`src/verilog/comm_macro_pkg.sv`:
```
// Constants, types and layouts shared by the communication macro engine.
// Assumes a 16-bit word memory and a 100 MHz ref_clk.
// Function
// RQ1: Decode plain, unpack and pack move opcodes.
// RQ2: Each character finishes within five microseconds.
// RQ3: Fetch from source, then store at destination.
// RQ4: Compare, accumulate, then update pointers and counter.
// RQ5: Optional functions run only when control enables.
// RQ6: Parity error exits through slot nine first.
// RQ7: Counter reaching zero exits through slot ten.
// RQ8: Mask n match exits through slot n.
// RQ9: Otherwise loop for the next byte.
// RQ10: Compare byte against up to eight masks.
// RQ11: Accumulate CRC-16 or LRC when enabled.
// RQ12: Drop every occurrence of chosen character.
// RQ13: Pack two per word, unpack one per word.
// RQ14: Interrupt window after each byte, then resume.
// RQ15: Macro context lives in upper registers only.
// RQ16: Read and load accumulator via any register.
// RQ17: Byte select 0 is MSB, 1 LSB.
// RQ18: Enforce block size limit when enabled.
// RQ19: Exit and loop words read from parameter block.
// RQ20: Program loads context registers before issuing.
package comm_macro_pkg;

    // Opcodes
    localparam logic [15:0] OP_MOVE = 16'h5000;
    localparam logic [15:0] OP_UNPACK = 16'h5200;
    localparam logic [15:0] OP_PACK = 16'h5400;
    localparam logic [7:0] OP_READ_ACC = 8'h56;
    localparam logic [7:0] OP_LOAD_ACC = 8'h57;

    // Context registers in the upper register file
    localparam logic [3:0] SRC_REG = 4'h8;
    localparam logic [3:0] DST_REG = 4'h9;
    localparam logic [3:0] CNT_REG = 4'hA;
    localparam logic [3:0] CTL_REG = 4'hB;
    localparam logic [3:0] MASK_REG = 4'hC;

    // Control word fields
    localparam int CTL_ENA_LSB = 8;
    localparam int CTL_DISCARD = 7;
    localparam int CTL_CHECK = 6;
    localparam int CTL_CRC = 5;
    localparam int CTL_SIZE = 4;

    // Parameter block slots after the opcode word
    localparam logic [3:0] SLOT_PARITY = 4'h9;
    localparam logic [3:0] SLOT_LIMIT = 4'hA;
    localparam logic [3:0] SLOT_LOOP = 4'hC;

    // Register bus byte addresses
    localparam logic [7:0] ADDR_GPR_END = 8'h40;
    localparam logic [7:0] ADDR_CMD = 8'h40;
    localparam logic [7:0] ADDR_PC = 8'h44;
    localparam logic [7:0] ADDR_STATUS = 8'h48;
    localparam logic [7:0] ADDR_ACC = 8'h4C;
    localparam logic [7:0] ADDR_EXIT = 8'h50;

    // Reset values and check polynomial
    localparam logic [15:0] ACC_INIT = 16'h0000;
    localparam logic [15:0] CRC_POLY = 16'hA001;
    localparam logic [15:0] WORD_ZERO = 16'h0000;

    // Timing
    localparam int CLK_PERIOD_NS = 10;
    localparam int CHAR_MAX_NS = 5000;
    localparam int CHAR_MAX_CYC = CHAR_MAX_NS / CLK_PERIOD_NS;
    localparam logic [9:0] CHAR_LAST = 10'(CHAR_MAX_CYC - 1);

    // Bus responses
    localparam logic [1:0] RESP_OKAY = 2'h0;
    localparam logic [1:0] RESP_SLVERR = 2'h2;

    typedef struct packed {
        logic valid;
        logic we;
        logic [1:0] be;
        logic [14:0] addr;
        logic [15:0] wdata;
    } mem_req_t;

    typedef struct packed {
        logic ack;
        logic [15:0] rdata;
        logic [1:0] rpar;
    } mem_rsp_t;

    typedef enum logic [2:0] {
        S_IDLE = 3'b000,
        S_FETCH = 3'b001,
        S_STORE = 3'b010,
        S_EVAL = 3'b011,
        S_PARAM = 3'b100,
        S_WINDOW = 3'b101
    } eng_state_t;

endpackage
```
`src/verilog/comm_macro_engine.sv`:
```
// Communication byte-move macro engine with AXI4-Lite register access.
// Assumes a word memory that answers each request with a one-cycle ack.
//
// The AXI4-Lite register port and the placing of the registers are this design's own decisions.
`timescale 1ns/100ps
module comm_macro_engine #(
    parameter int MASK_COUNT = 8
) (
    // Clock and reset
    input wire logic ref_clk,
    input wire logic rst_n,
    // AXI4-Lite slave
    input wire logic [7:0] s_axi_awaddr,
    input wire logic s_axi_awvalid,
    output logic s_axi_awready,
    input wire logic [31:0] s_axi_wdata,
    input wire logic [3:0] s_axi_wstrb,
    input wire logic s_axi_wvalid,
    output logic s_axi_wready,
    output logic [1:0] s_axi_bresp,
    output logic s_axi_bvalid,
    input wire logic s_axi_bready,
    input wire logic [7:0] s_axi_araddr,
    input wire logic s_axi_arvalid,
    output logic s_axi_arready,
    output logic [31:0] s_axi_rdata,
    output logic [1:0] s_axi_rresp,
    output logic s_axi_rvalid,
    input wire logic s_axi_rready,
    // Memory port
    output comm_macro_pkg::mem_req_t memReq,
    input wire comm_macro_pkg::mem_rsp_t memRsp,
    // Interrupt window
    input wire logic intPending,
    output logic intWindow,
    output logic busy
);
    import comm_macro_pkg::*;

    if (MASK_COUNT < 1 || MASK_COUNT > 8) begin : g_chk
        $error("MASK_COUNT must be 1 to 8");
    end

    function automatic logic [7:0] byteOf(input logic [15:0] w,
                                          input logic sel);
        byteOf = sel ? w[7:0] : w[15:8];
    endfunction

    function automatic logic [15:0] accStep(input logic [15:0] acc,
                                            input logic [7:0] b,
                                            input logic crc);
        logic [15:0] r;
        r = acc ^ {8'h00, b};
        if (crc) begin
            for (int i = 0; i < 8; i++) begin
                r = r[0] ? ((r >> 1) ^ CRC_POLY) : (r >> 1);
            end
        end else begin
            r = {8'h00, acc[7:0] ^ b};
        end
        accStep = r;
    endfunction

    function automatic logic [15:0] merge(input logic [15:0] old,
                                          input logic [31:0] d,
                                          input logic [3:0] s);
        merge = {s[1] ? d[15:8] : old[15:8], s[0] ? d[7:0] : old[7:0]};
    endfunction

    eng_state_t state_q;
    logic [15:0] gpr_q [16];
    logic [15:0] acc_q;
    logic [14:0] pc_q;
    logic [15:0] op_q;
    logic [15:0] exit_q;
    logic [3:0] slot_q;
    logic exitValid_q;
    logic overrun_q;
    logic badOp_q;
    logic [9:0] charCyc_q;
    logic [7:0] byte_q;
    logic parErr_q;
    logic dropped_q;
    logic [7:0] awAddr_q;
    logic [31:0] wData_q;
    logic [3:0] wStrb_q;

    // Decoded context
    logic [15:0] srcPtr;
    logic [15:0] dstPtr;
    logic [15:0] ctl;
    logic isPack;
    logic isUnpack;
    logic [7:0] fetchByte;
    logic fetchPerr;
    logic [7:0] discardChar;
    logic fetchDrop;
    logic [15:0] cntNext;
    logic limitHit;
    logic [3:0] exitSlot;
    logic wrFire;
    logic wrGpr;
    logic cmdWr;
    logic moveGo;
    logic readAccGo;
    logic loadAccGo;
    logic [3:0] regSel;
    logic [31:0] rdMux;
    logic rdOk;

    assign srcPtr = gpr_q[SRC_REG]; // RQ20
    assign dstPtr = gpr_q[DST_REG];
    assign ctl = gpr_q[CTL_REG];
    assign isPack = op_q == OP_PACK;
    assign isUnpack = op_q == OP_UNPACK;
    // Pack reads the low byte of each one-byte source word
    assign fetchByte = byteOf(memRsp.rdata, isPack | srcPtr[0]); // RQ13 RQ17
    assign fetchPerr = ~(^{fetchByte, isPack | srcPtr[0] ?
                           memRsp.rpar[0] : memRsp.rpar[1]});
    // Mask slot 8 doubles as the discard character
    assign discardChar = gpr_q[MASK_REG + 4'h3][7:0];
    assign fetchDrop = ctl[CTL_DISCARD] && fetchByte == discardChar; // RQ12
    assign cntNext = gpr_q[CNT_REG] - 16'h0001;
    assign limitHit = ctl[CTL_SIZE] && cntNext == WORD_ZERO; // RQ18

    // Exit priority: parity, limit, lowest mask, loop
    always_comb begin
        exitSlot = SLOT_LOOP; // RQ9
        for (int n = MASK_COUNT; n >= 1; n--) begin
            if (!dropped_q && ctl[CTL_ENA_LSB + n - 1] &&
                !(n == 8 && ctl[CTL_DISCARD]) &&
                byte_q == byteOf(gpr_q[MASK_REG + 4'((n - 1) / 2)],
                                 ((n - 1) % 2) == 1)) begin
                exitSlot = 4'(n); // RQ8 RQ10
            end
        end
        if (limitHit) begin
            exitSlot = SLOT_LIMIT; // RQ7
        end
        if (parErr_q) begin
            exitSlot = SLOT_PARITY; // RQ6
        end
    end

    // Write commit and command decode
    assign wrFire = !s_axi_awready && !s_axi_wready && !s_axi_bvalid;
    assign wrGpr = wrFire && awAddr_q < ADDR_GPR_END &&
                   awAddr_q[1:0] == 2'h0 && state_q == S_IDLE;
    assign cmdWr = wrFire && awAddr_q == ADDR_CMD && state_q == S_IDLE;
    assign regSel = wData_q[7:4];
    assign moveGo = cmdWr && (wData_q[15:0] == OP_MOVE ||
                              wData_q[15:0] == OP_UNPACK ||
                              wData_q[15:0] == OP_PACK); // RQ1
    assign readAccGo = cmdWr && wData_q[15:8] == OP_READ_ACC &&
                       wData_q[3:0] == 4'h0; // RQ16
    assign loadAccGo = cmdWr && wData_q[15:8] == OP_LOAD_ACC &&
                       wData_q[3:0] == 4'h0; // RQ16

    always_comb begin
        rdMux = 32'h0000_0000;
        rdOk = 1'b1;
        if (s_axi_araddr < ADDR_GPR_END && s_axi_araddr[1:0] == 2'h0) begin
            rdMux = {16'h0000, gpr_q[s_axi_araddr[5:2]]};
        end else begin
            unique case (s_axi_araddr)
                ADDR_CMD: rdMux = {16'h0000, op_q};
                ADDR_PC: rdMux = {17'h0_0000, pc_q};
                ADDR_STATUS: rdMux = {24'h00_0000, busy, overrun_q,
                                      badOp_q, exitValid_q, slot_q};
                ADDR_ACC: rdMux = {16'h0000, acc_q};
                ADDR_EXIT: rdMux = {16'h0000, exit_q};
                default: rdOk = 1'b0;
            endcase
        end
    end

    // AXI write channels: each address and data captured independently
    always_ff @(posedge ref_clk or negedge rst_n) begin
        if (!rst_n) begin
            s_axi_awready <= 1'b1;
            s_axi_wready <= 1'b1;
            s_axi_bvalid <= 1'b0;
            s_axi_bresp <= RESP_OKAY;
            awAddr_q <= 8'h00;
            wData_q <= 32'h0000_0000;
            wStrb_q <= 4'h0;
        end else begin
            if (s_axi_awvalid && s_axi_awready) begin
                s_axi_awready <= 1'b0;
                awAddr_q <= s_axi_awaddr;
            end
            if (s_axi_wvalid && s_axi_wready) begin
                s_axi_wready <= 1'b0;
                wData_q <= s_axi_wdata;
                wStrb_q <= s_axi_wstrb;
            end
            if (wrFire) begin
                s_axi_awready <= 1'b1;
                s_axi_wready <= 1'b1;
                s_axi_bvalid <= 1'b1;
                s_axi_bresp <= ((awAddr_q < ADDR_GPR_END &&
                                 awAddr_q[1:0] == 2'h0) ||
                                awAddr_q == ADDR_CMD ||
                                awAddr_q == ADDR_PC) ?
                               RESP_OKAY : RESP_SLVERR;
            end else if (s_axi_bvalid && s_axi_bready) begin
                s_axi_bvalid <= 1'b0;
            end
        end
    end

    // AXI read channel
    always_ff @(posedge ref_clk or negedge rst_n) begin
        if (!rst_n) begin
            s_axi_arready <= 1'b1;
            s_axi_rvalid <= 1'b0;
            s_axi_rdata <= 32'h0000_0000;
            s_axi_rresp <= RESP_OKAY;
        end else if (s_axi_arvalid && s_axi_arready) begin
            s_axi_arready <= 1'b0;
            s_axi_rvalid <= 1'b1;
            s_axi_rdata <= rdMux;
            s_axi_rresp <= rdOk ? RESP_OKAY : RESP_SLVERR;
        end else if (s_axi_rvalid && s_axi_rready) begin
            s_axi_rvalid <= 1'b0;
            s_axi_arready <= 1'b1;
        end
    end

    // Sequencer and memory requests
    always_ff @(posedge ref_clk or negedge rst_n) begin
        if (!rst_n) begin
            state_q <= S_IDLE;
            memReq <= '0;
            busy <= 1'b0;
            intWindow <= 1'b0;
            op_q <= WORD_ZERO;
            pc_q <= 15'h0000;
            exit_q <= WORD_ZERO;
            slot_q <= 4'h0;
            exitValid_q <= 1'b0;
            badOp_q <= 1'b0;
            byte_q <= 8'h00;
            parErr_q <= 1'b0;
            dropped_q <= 1'b0;
        end else begin
            unique case (state_q)
                S_IDLE: begin
                    if (wrFire && awAddr_q == ADDR_PC) begin
                        pc_q <= wData_q[14:0];
                    end
                    if (cmdWr) begin
                        op_q <= wData_q[15:0];
                        badOp_q <= !(moveGo || readAccGo || loadAccGo);
                    end
                    if (moveGo) begin
                        exitValid_q <= 1'b0;
                        busy <= 1'b1;
                        state_q <= S_FETCH;
                        memReq <= '{1'b1, 1'b0, 2'h3, srcPtr[15:1],
                                    WORD_ZERO}; // RQ3
                    end
                end
                S_FETCH: begin
                    if (memRsp.ack) begin
                        byte_q <= fetchByte;
                        parErr_q <= fetchPerr;
                        dropped_q <= fetchDrop;
                        if (fetchDrop) begin
                            memReq.valid <= 1'b0;
                            state_q <= S_EVAL; // RQ12
                        end else begin
                            state_q <= S_STORE;
                            memReq.we <= 1'b1;
                            memReq.addr <= dstPtr[15:1]; // RQ3
                            // Unpack stores one byte per word, low byte
                            memReq.be <= isUnpack ? 2'h3 :
                                         (dstPtr[0] ? 2'h1 : 2'h2); // RQ17
                            memReq.wdata <= isUnpack ?
                                {8'h00, fetchByte} :
                                {fetchByte, fetchByte}; // RQ13
                        end
                    end
                end
                S_STORE: begin
                    if (memRsp.ack) begin
                        memReq.valid <= 1'b0;
                        state_q <= S_EVAL;
                    end
                end
                S_EVAL: begin
                    slot_q <= exitSlot;
                    state_q <= S_PARAM;
                    memReq <= '{1'b1, 1'b0, 2'h3,
                                pc_q + {11'h000, exitSlot},
                                WORD_ZERO}; // RQ19
                end
                S_PARAM: begin
                    if (memRsp.ack) begin
                        memReq.valid <= 1'b0;
                        if (slot_q == SLOT_LOOP) begin
                            pc_q <= memRsp.rdata[14:0]; // RQ9
                            intWindow <= 1'b1; // RQ14
                            state_q <= S_WINDOW;
                        end else begin
                            exit_q <= memRsp.rdata; // RQ19
                            exitValid_q <= 1'b1;
                            busy <= 1'b0;
                            state_q <= S_IDLE;
                        end
                    end
                end
                S_WINDOW: begin
                    // Hold here while the handler runs, then resume
                    if (!intPending) begin
                        intWindow <= 1'b0;
                        state_q <= S_FETCH; // RQ14
                        memReq <= '{1'b1, 1'b0, 2'h3, srcPtr[15:1],
                                    WORD_ZERO};
                    end
                end
                default: state_q <= S_IDLE;
            endcase
        end
    end

    // Register file; moves write only the upper context registers, read-accumulator writes any register
    always_ff @(posedge ref_clk or negedge rst_n) begin
        if (!rst_n) begin
            for (int i = 0; i < 16; i++) begin
                gpr_q[i] <= WORD_ZERO;
            end
        end else if (wrGpr) begin
            gpr_q[awAddr_q[5:2]] <= merge(gpr_q[awAddr_q[5:2]], wData_q,
                                          wStrb_q);
        end else if (readAccGo) begin
            gpr_q[regSel] <= acc_q; // RQ16
        end else if (state_q == S_EVAL) begin
            // Pack source steps a whole word per byte
            gpr_q[SRC_REG] <= srcPtr + (isPack ? 16'h0002 : 16'h0001); // RQ4 RQ15
            if (!dropped_q) begin
                gpr_q[DST_REG] <= dstPtr +
                    (isUnpack ? 16'h0002 : 16'h0001); // RQ4 RQ13
            end
            if (ctl[CTL_SIZE]) begin
                gpr_q[CNT_REG] <= cntNext; // RQ4 RQ18
            end
        end
    end

    // Check-character accumulator
    always_ff @(posedge ref_clk or negedge rst_n) begin
        if (!rst_n) begin
            acc_q <= ACC_INIT;
        end else if (loadAccGo) begin
            acc_q <= gpr_q[regSel]; // RQ16
        end else if (state_q == S_EVAL && ctl[CTL_CHECK] && !dropped_q) begin
            acc_q <= accStep(acc_q, byte_q, ctl[CTL_CRC]); // RQ11 RQ5
        end
    end

    // Per-character time watch; window time is the handler's, not ours
    always_ff @(posedge ref_clk or negedge rst_n) begin
        if (!rst_n) begin
            charCyc_q <= 10'h000;
            overrun_q <= 1'b0;
        end else if (moveGo) begin
            charCyc_q <= 10'h000;
            overrun_q <= 1'b0;
        end else if (state_q == S_WINDOW) begin
            charCyc_q <= 10'h000;
        end else if (busy) begin
            if (charCyc_q == CHAR_LAST) begin
                overrun_q <= 1'b1; // RQ2
            end else begin
                charCyc_q <= charCyc_q + 10'h001;
            end
        end
    end

endmodule

```
`config.mk`:
```
export PLATFORM = sky130hd
export DESIGN_NAME = comm_macro_engine
export DESIGN_NICKNAME = d
export VERILOG_FILES = /design/src/verilog/comm_macro_pkg.sv /design/src/verilog/comm_macro_engine.sv
export SDC_FILE = /design/constraint.sdc
export NUM_CORES = 2
export LEC_CHECK = 0
export BUFFER_PORTS_ARGS = -buffer_cell sky130_fd_sc_hd__buf_2
export CORE_MARGIN = 8
export CORE_UTILIZATION = 65
export DETAILED_ROUTE_END_ITERATION = 6
export PLACE_DENSITY = 0.92
export SYNTH_ARGS = -nofsm -noshare
export SYNTH_HDL_FRONTEND = slang
export SYNTH_SLANG_ARGS = --single-unit
```
`constraint.sdc`:
```
create_clock -name ref_clk -period 6.4 [get_ports ref_clk]
set_clock_uncertainty 0.2 [all_clocks]
set_input_delay 0.96 -clock ref_clk [delete_from_list [all_inputs] [get_ports ref_clk]]
set_output_delay 0.96 -clock ref_clk [all_outputs]
set_load 0.01 [all_outputs]
```
Yosys cells after proc, flatten, opt, wreduce, memory -nomap -nowiden

Cells that the tools add are included.

Add/sub/neg operators: 5
Magnitude comparators: 7
Eq/ne operators: 44
Multiplexer cells: 108
Bitwise gates (word level): 16
Reductions and logical operators: 91

Operators with widths:

| kind                                                               | number |
|---|---|
| 256-bit bitwise mux                                                | 2 |
| 16-bit 2-to-1 mux                                                  | 23 |
| 256-bit 2-to-1 mux                                                 | 1 |
| 16-bit binary-select mux with 4-bit select                         | 3 |
| 34-bit one-hot mux with 4 select lines                             | 1 |
| 16-bit demux with 4-bit select                                     | 2 |
| 128-bit 2-to-1 mux                                                 | 1 |
| 35-bit 2-to-1 mux                                                  | 3 |
| 48-bit 2-to-1 mux                                                  | 2 |
| 16-bit by 15-bit == test with 1-bit output (second input constant) | 5 |
| 80-bit 2-to-1 mux                                                  | 1 |
| 16-bit one-hot mux with 5 select lines                             | 1 |
| 8-bit by 7-bit == test with 1-bit output (second input constant)   | 9 |
| 8-bit == test                                                      | 9 |
| 15-bit 2-to-1 mux                                                  | 3 |
| 1-bit logical AND                                                  | 43 |
| 10-bit 2-to-1 mux                                                  | 4 |
| 4-bit 2-to-1 mux                                                   | 9 |
| 34-bit 2-to-1 mux                                                  | 1 |
| 16-bit by 2-bit adder with 16-bit output                           | 2 |
| 15-bit one-hot mux with 2 select lines                             | 1 |
| 1-bit 2-to-1 mux                                                   | 29 |
| 8-bit 2-to-1 mux                                                   | 3 |
| 2-bit inverter with 3-bit output                                   | 8 |
| other kinds (43)                                                   | 105 |

Bits in registers: 453
Input bits: 79
Output and inout port bits: 78
Logic and storage cells: 318

Logic depth before layout (Yosys ltp)

Depth in word-level cells: 20
Mapped depth: 21
Depth with buffers taken out: 19

Worst setup path before layout

OpenSTA, ideal clock, no wires.

Path type: register to register
Start point: reg gpr_q[84] (netlist bit)
End point: reg memReq[30] (netlist bit)
Arrival time: 3857 ps
Data required time: 6117 ps
Slack: 2261 ps
Stages on the path, launching flop included: 21
Path buffers: 3
Cell sequence: dfrtp_1 > buf_6 > or4_1 > clkbuf_1 > or2_1 > buf_2 > a31oi_1 > o32ai_1 > and4_1 > o21bai_1 > nand2b_1 > ha_1 > inv_1 > fa_1 > nand3b_1 > a21oi_1 > nand4_1 > xor2_1 > a211oi_1 > a21oi_1 > o21ai_0

Longest elaborated chain between the ends: 7

RTL lines:

| item                                          | RTL line                 | source |
|---|---|---|
| start, declared                               | comm_macro_engine.sv:71  | `logic [15:0] gpr_q [16];` |
| start signal, assigned by index               | comm_macro_engine.sv:334 | `gpr_q[awAddr_q[5:2]] <= merge(gpr_q[awAddr_q[5:2]], wData_q,` |
| start signal, assigned by index               | comm_macro_engine.sv:337 | `gpr_q[regSel] <= acc_q;` |
| start signal, assigned by index               | comm_macro_engine.sv:340 | `gpr_q[SRC_REG] <= srcPtr + (isPack ? 16'h0002 : 16'h0001);` |
| 16-bit by 1-bit subtractor with 16-bit output | comm_macro_engine.sv:123 | `assign cntNext = gpr_q[CNT_REG] - 16'h0001;` |
| 16-bit zero test                              | comm_macro_engine.sv:124 | `assign limitHit = ctl[CTL_SIZE] && cntNext == WORD_ZERO;` |
| 1-bit logical AND                             | comm_macro_engine.sv:124 |  |
| 4-bit 2-to-1 mux                              | comm_macro_engine.sv:137 | `if (limitHit) begin` |
| 4-bit 2-to-1 mux                              | comm_macro_engine.sv:140 | `if (parErr_q) begin` |
| net exitSlot[0]                               | comm_macro_engine.sv:100 | `logic [3:0] exitSlot;` |
| 15-bit by 4-bit adder with 15-bit output      | comm_macro_engine.sv:295 | `pc_q + {11'h000, exitSlot},` |
| 34-bit one-hot mux with 4 select lines        | comm_macro_engine.sv:247 | `unique case (state_q)` |
| end signal, assigned                          | comm_macro_engine.sv:260 | `memReq <= '{1'b1, 1'b0, 2'h3, srcPtr[15:1],` |
| end signal, assigned                          | comm_macro_engine.sv:294 | `memReq <= '{1'b1, 1'b0, 2'h3,` |
| end signal, assigned                          | comm_macro_engine.sv:318 | `memReq <= '{1'b1, 1'b0, 2'h3, srcPtr[15:1],` |
| end, declared                                 | comm_macro_engine.sv:31  | `output comm_macro_pkg::mem_req_t memReq,` |

The timed path passes the listed nets, and every way through them passes these cells.
A chain may end at the register's enable or synchronous reset.

Worst setup path after layout

Start point: reg op_q[11]
End point: reg memReq[32] (netlist bit)

Longest elaborated chain between the ends: 7
Elaborated cells between the ends (all ways): 12

RTL lines:

| item                                       | RTL line                 | source |
|---|---|---|
| start, declared                            | comm_macro_engine.sv:74  | `logic [15:0] op_q;` |
| start signal, assigned                     | comm_macro_engine.sv:253 | `op_q <= wData_q[15:0];` |
| 16-bit by 15-bit == test with 1-bit output | comm_macro_engine.sv:114 | `assign isPack = op_q == OP_PACK;` |
| 1-bit bitwise OR                           | comm_macro_engine.sv:117 | `assign fetchByte = byteOf(memRsp.rdata, isPack \| srcPtr[0]);` |
| 8-bit 2-to-1 mux                           | comm_macro_engine.sv:46  | `byteOf = sel ? w[7:0] : w[15:8];` |
| 8-bit == test                              | comm_macro_engine.sv:122 | `assign fetchDrop = ctl[CTL_DISCARD] && fetchByte == discardChar;` |
| 1-bit logical AND                          | comm_macro_engine.sv:122 |  |
| 2-bit inequality test (no line)            | --                       |  |
| 5-bit AND reduction (no line)              | --                       |  |

Parallel ways exist; a longest one is shown, timed or not. The select of a mux whose other input is x is not followed.

==> metrics.yaml <==
cp_slowest_cell: "o221a_2"
syn_inst: 3044
die_w_um: 228
antenna_left: 0
critPathMaxFanout: 47
crit_type: "reg -> reg"
cts_tree: "yes"
ys_seq_area_share_pct: 37.2
power.density_nw_per_um2: 458
drv_cap: 0
rsz0062_at_grt: "false"
grt_max_degree: 143
final_cell_mix: "nand2_1 (519), dfrtp_1 (427), nor2_1 (320)"
first_iter_violations: 4632
synth_edf_count: 0
layout_commonest_cell: "nand2_1"
syn2layout_area_growth_pct: 8.95
min_period_ns: 5.21
irDropWorstVdd_mv: 0.407
synthFlopType: "dfrtp_1"
drc: 4
setup_tns_ns: 0
num_rows: 77
yosysWarnings: 0
antenna_found_initial: 8
cts_resized: 0
grt_use_total_pct: 45.4
slew_viol_final: 0
start_util_pct: 66.1
power_mw: 14.6
routed_via_density: 7.63
hpwl_um: 84500
ctsHoldBuffers: 0
routabilityCongestion: 1.05
violations: "DRC"
coreArea_um2: 44300
max_freq_mhz: 192
crit_path_max_incr_delay_ns: 0.88
cts_buffer_depth: 3
async_reset_ff_share_pct: 100
multi_input_area_um2: 17200
grt_pass1_vias: 27061
status: "finished with violations"
hold_viol: 0
fin_ws_ns: 1.19
fillers: 3128
dieArea_um2: 52100
path_cells: "nor4b_1, nand4_1, or3b_2, ha_1, mux2i_1, xnor2_1, nor4_1, and4b_1, o221a_2, inv_1, a2bb2oi_1"
overflow: 0
ff_latch_area_um2: 10900
final_net_count: 3115
clock-sinks: 435
pin_count: 157
min_path_type: "in -> async"
syn-cell-area_um2: 29300
vias: 27874
firstDrtPassIters: 7
post-route-period-util_pct: 81.4
p_leak_nw: 14.1
grt_pass1_wl_um: 178000
place_ws_ns: 1.39
io_buffers: 120
end_kind: "flop"
cp-start-kind: "flop"
cts_setup_buffers: 0
cp.required_ns: 6.68
drive_gt1_share_pct: 20.2
wl_per_cell_um: 33.2
insertion_delay_ns: 0.62
htree_levels: 2
synth_cell_types: 83
worst_slew_pin_slew_ns: 1.34
crit_arrival_ns: 5.49
max-slew-margin-rel_pct: 10.4
finalSetupViolCount: 0
syn_avg_cell_area_um2: 9.62
fp.dieH_um: 228
cts-buffers-inserted: 48
cts_root_buffer: "clkbuf_16"
synth.ff_latch_count: 435
totalWireLength_um: 121000
path_clk_slew_ns: 0.06
## cell families (layout without fill, tap and decap cells)
group                    Yosys count  in the layout  share of synthesized area (%)
multiplexers                     359            359                           22.1
other                              1             22                         0.0128
XOR/XNOR                         137            137                           4.19
AO/OA/AOI/OAI                    645            645                           13.5
AND/OR/NAND/NOR                 1133           1133                           17.6
flip-flops                       435            435                           37.2
buffers and inverters            317            313                           4.62
adder cells (fa/ha/maj)           17             17                          0.803
## layer usage
layer / routed length, um / GRT usage, %
met4: 10400 / 30.8
met3: 19700 / 19.4
met5: 38 / 0
met1: 39900 / 54.5
met2: 51300 / 66.0
## per-stage QoR
stage	std cells	cell area (um2)	hold slack, ns	utilization, %
after detailed placement	3561	30100	0.259	67.9
after CTS	3649	31900	0.265	72.0
after global placement	3561	30100	0.252	67.9
after floorplan	3061	29400	0.263	-
after global routing	3649	31900	0.298	72.0
final	3653	31900	0.206	72.0
## worst max-delay path: cells and delay by family (launching register included)
family                   cells  cell delay [ns]
AND/OR/NAND/NOR              5             1.84
AO/OA/AOI/OAI                2             1.06
multiplexers                 1             0.64
adder cells (fa/ha/maj)      1             0.50
flip-flops                   1             0.40
buffers and inverters        1             0.22
XOR/XNOR                     1             0.18
## Yosys cell counts, drive strengths merged, types with 42 or more instances
master | count | area, um2
buf | 99 | 536
nor2 | 321 | 1210
mux2 | 68 | 766
xnor2 | 61 | 534
a31oi | 42 | 263
mux4 | 224 | 5040
o21ai | 164 | 825
nor3 | 61 | 398
a21oi | 231 | 1160
xor2 | 74 | 648
clkbuf | 178 | 668
dfrtp | 432 | 10800
nand2 | 519 | 1950
a22oi | 46 | 345
mux2i | 67 | 671
nand3 | 43 | 215
## cell type report
type / count / share of cell area, %
antenna: 4 / 0.0314
clock buffer: 67 / 4.47
clock inverter: 21 / 1.17
inverter: 40 / 0.471
multi-input combinational: 2309 / 53.9
sequential: 435 / 34.2
tap: 592 / 2.32
timing repair buffer: 185 / 3.50
## worst paths after layout
| path | from | to | slack (ns) | cells past startpoint |
|---|---|---|---|---|
| hold reg to reg | memReq[19] | memReq[19] | 0.28 | 2 |
| setup reg to reg | op_q[11] | memReq[32] | 1.19 | 11 |
| setup / recovery | op_q[11] | memReq[32] | 1.19 | 11 |
| hold / removal | rst_n | gpr_q[166] | 0.21 | 1 |
| max in group asynchronous | rst_n | awAddr_q[2] | 4.30 | 2 |
| min in group ref_clk | memReq[19] | memReq[19] | 0.28 | 2 |
## flip-flops by register name, indices dropped and copies added (netlist names), 4 cells and up
signal and flops:
ctl 16, acc_q 16, memReq 35, gpr_q 200, s_axi_rdata 16, srcPtr 16
pc_q 15, op_q 16, exit_q 16, slot_q 4, charCyc_q 10, awAddr_q 8
wData_q 16, dstPtr 16, discardChar 8, byte_q 8
## power breakdown
group / switching (mW) / internal (mW)
Combinational: 4.29 / 2.52
Sequential: 1.24 / 3.38
Clock: 1.24 / 1.96
Power figures use the tool's default switching activity.
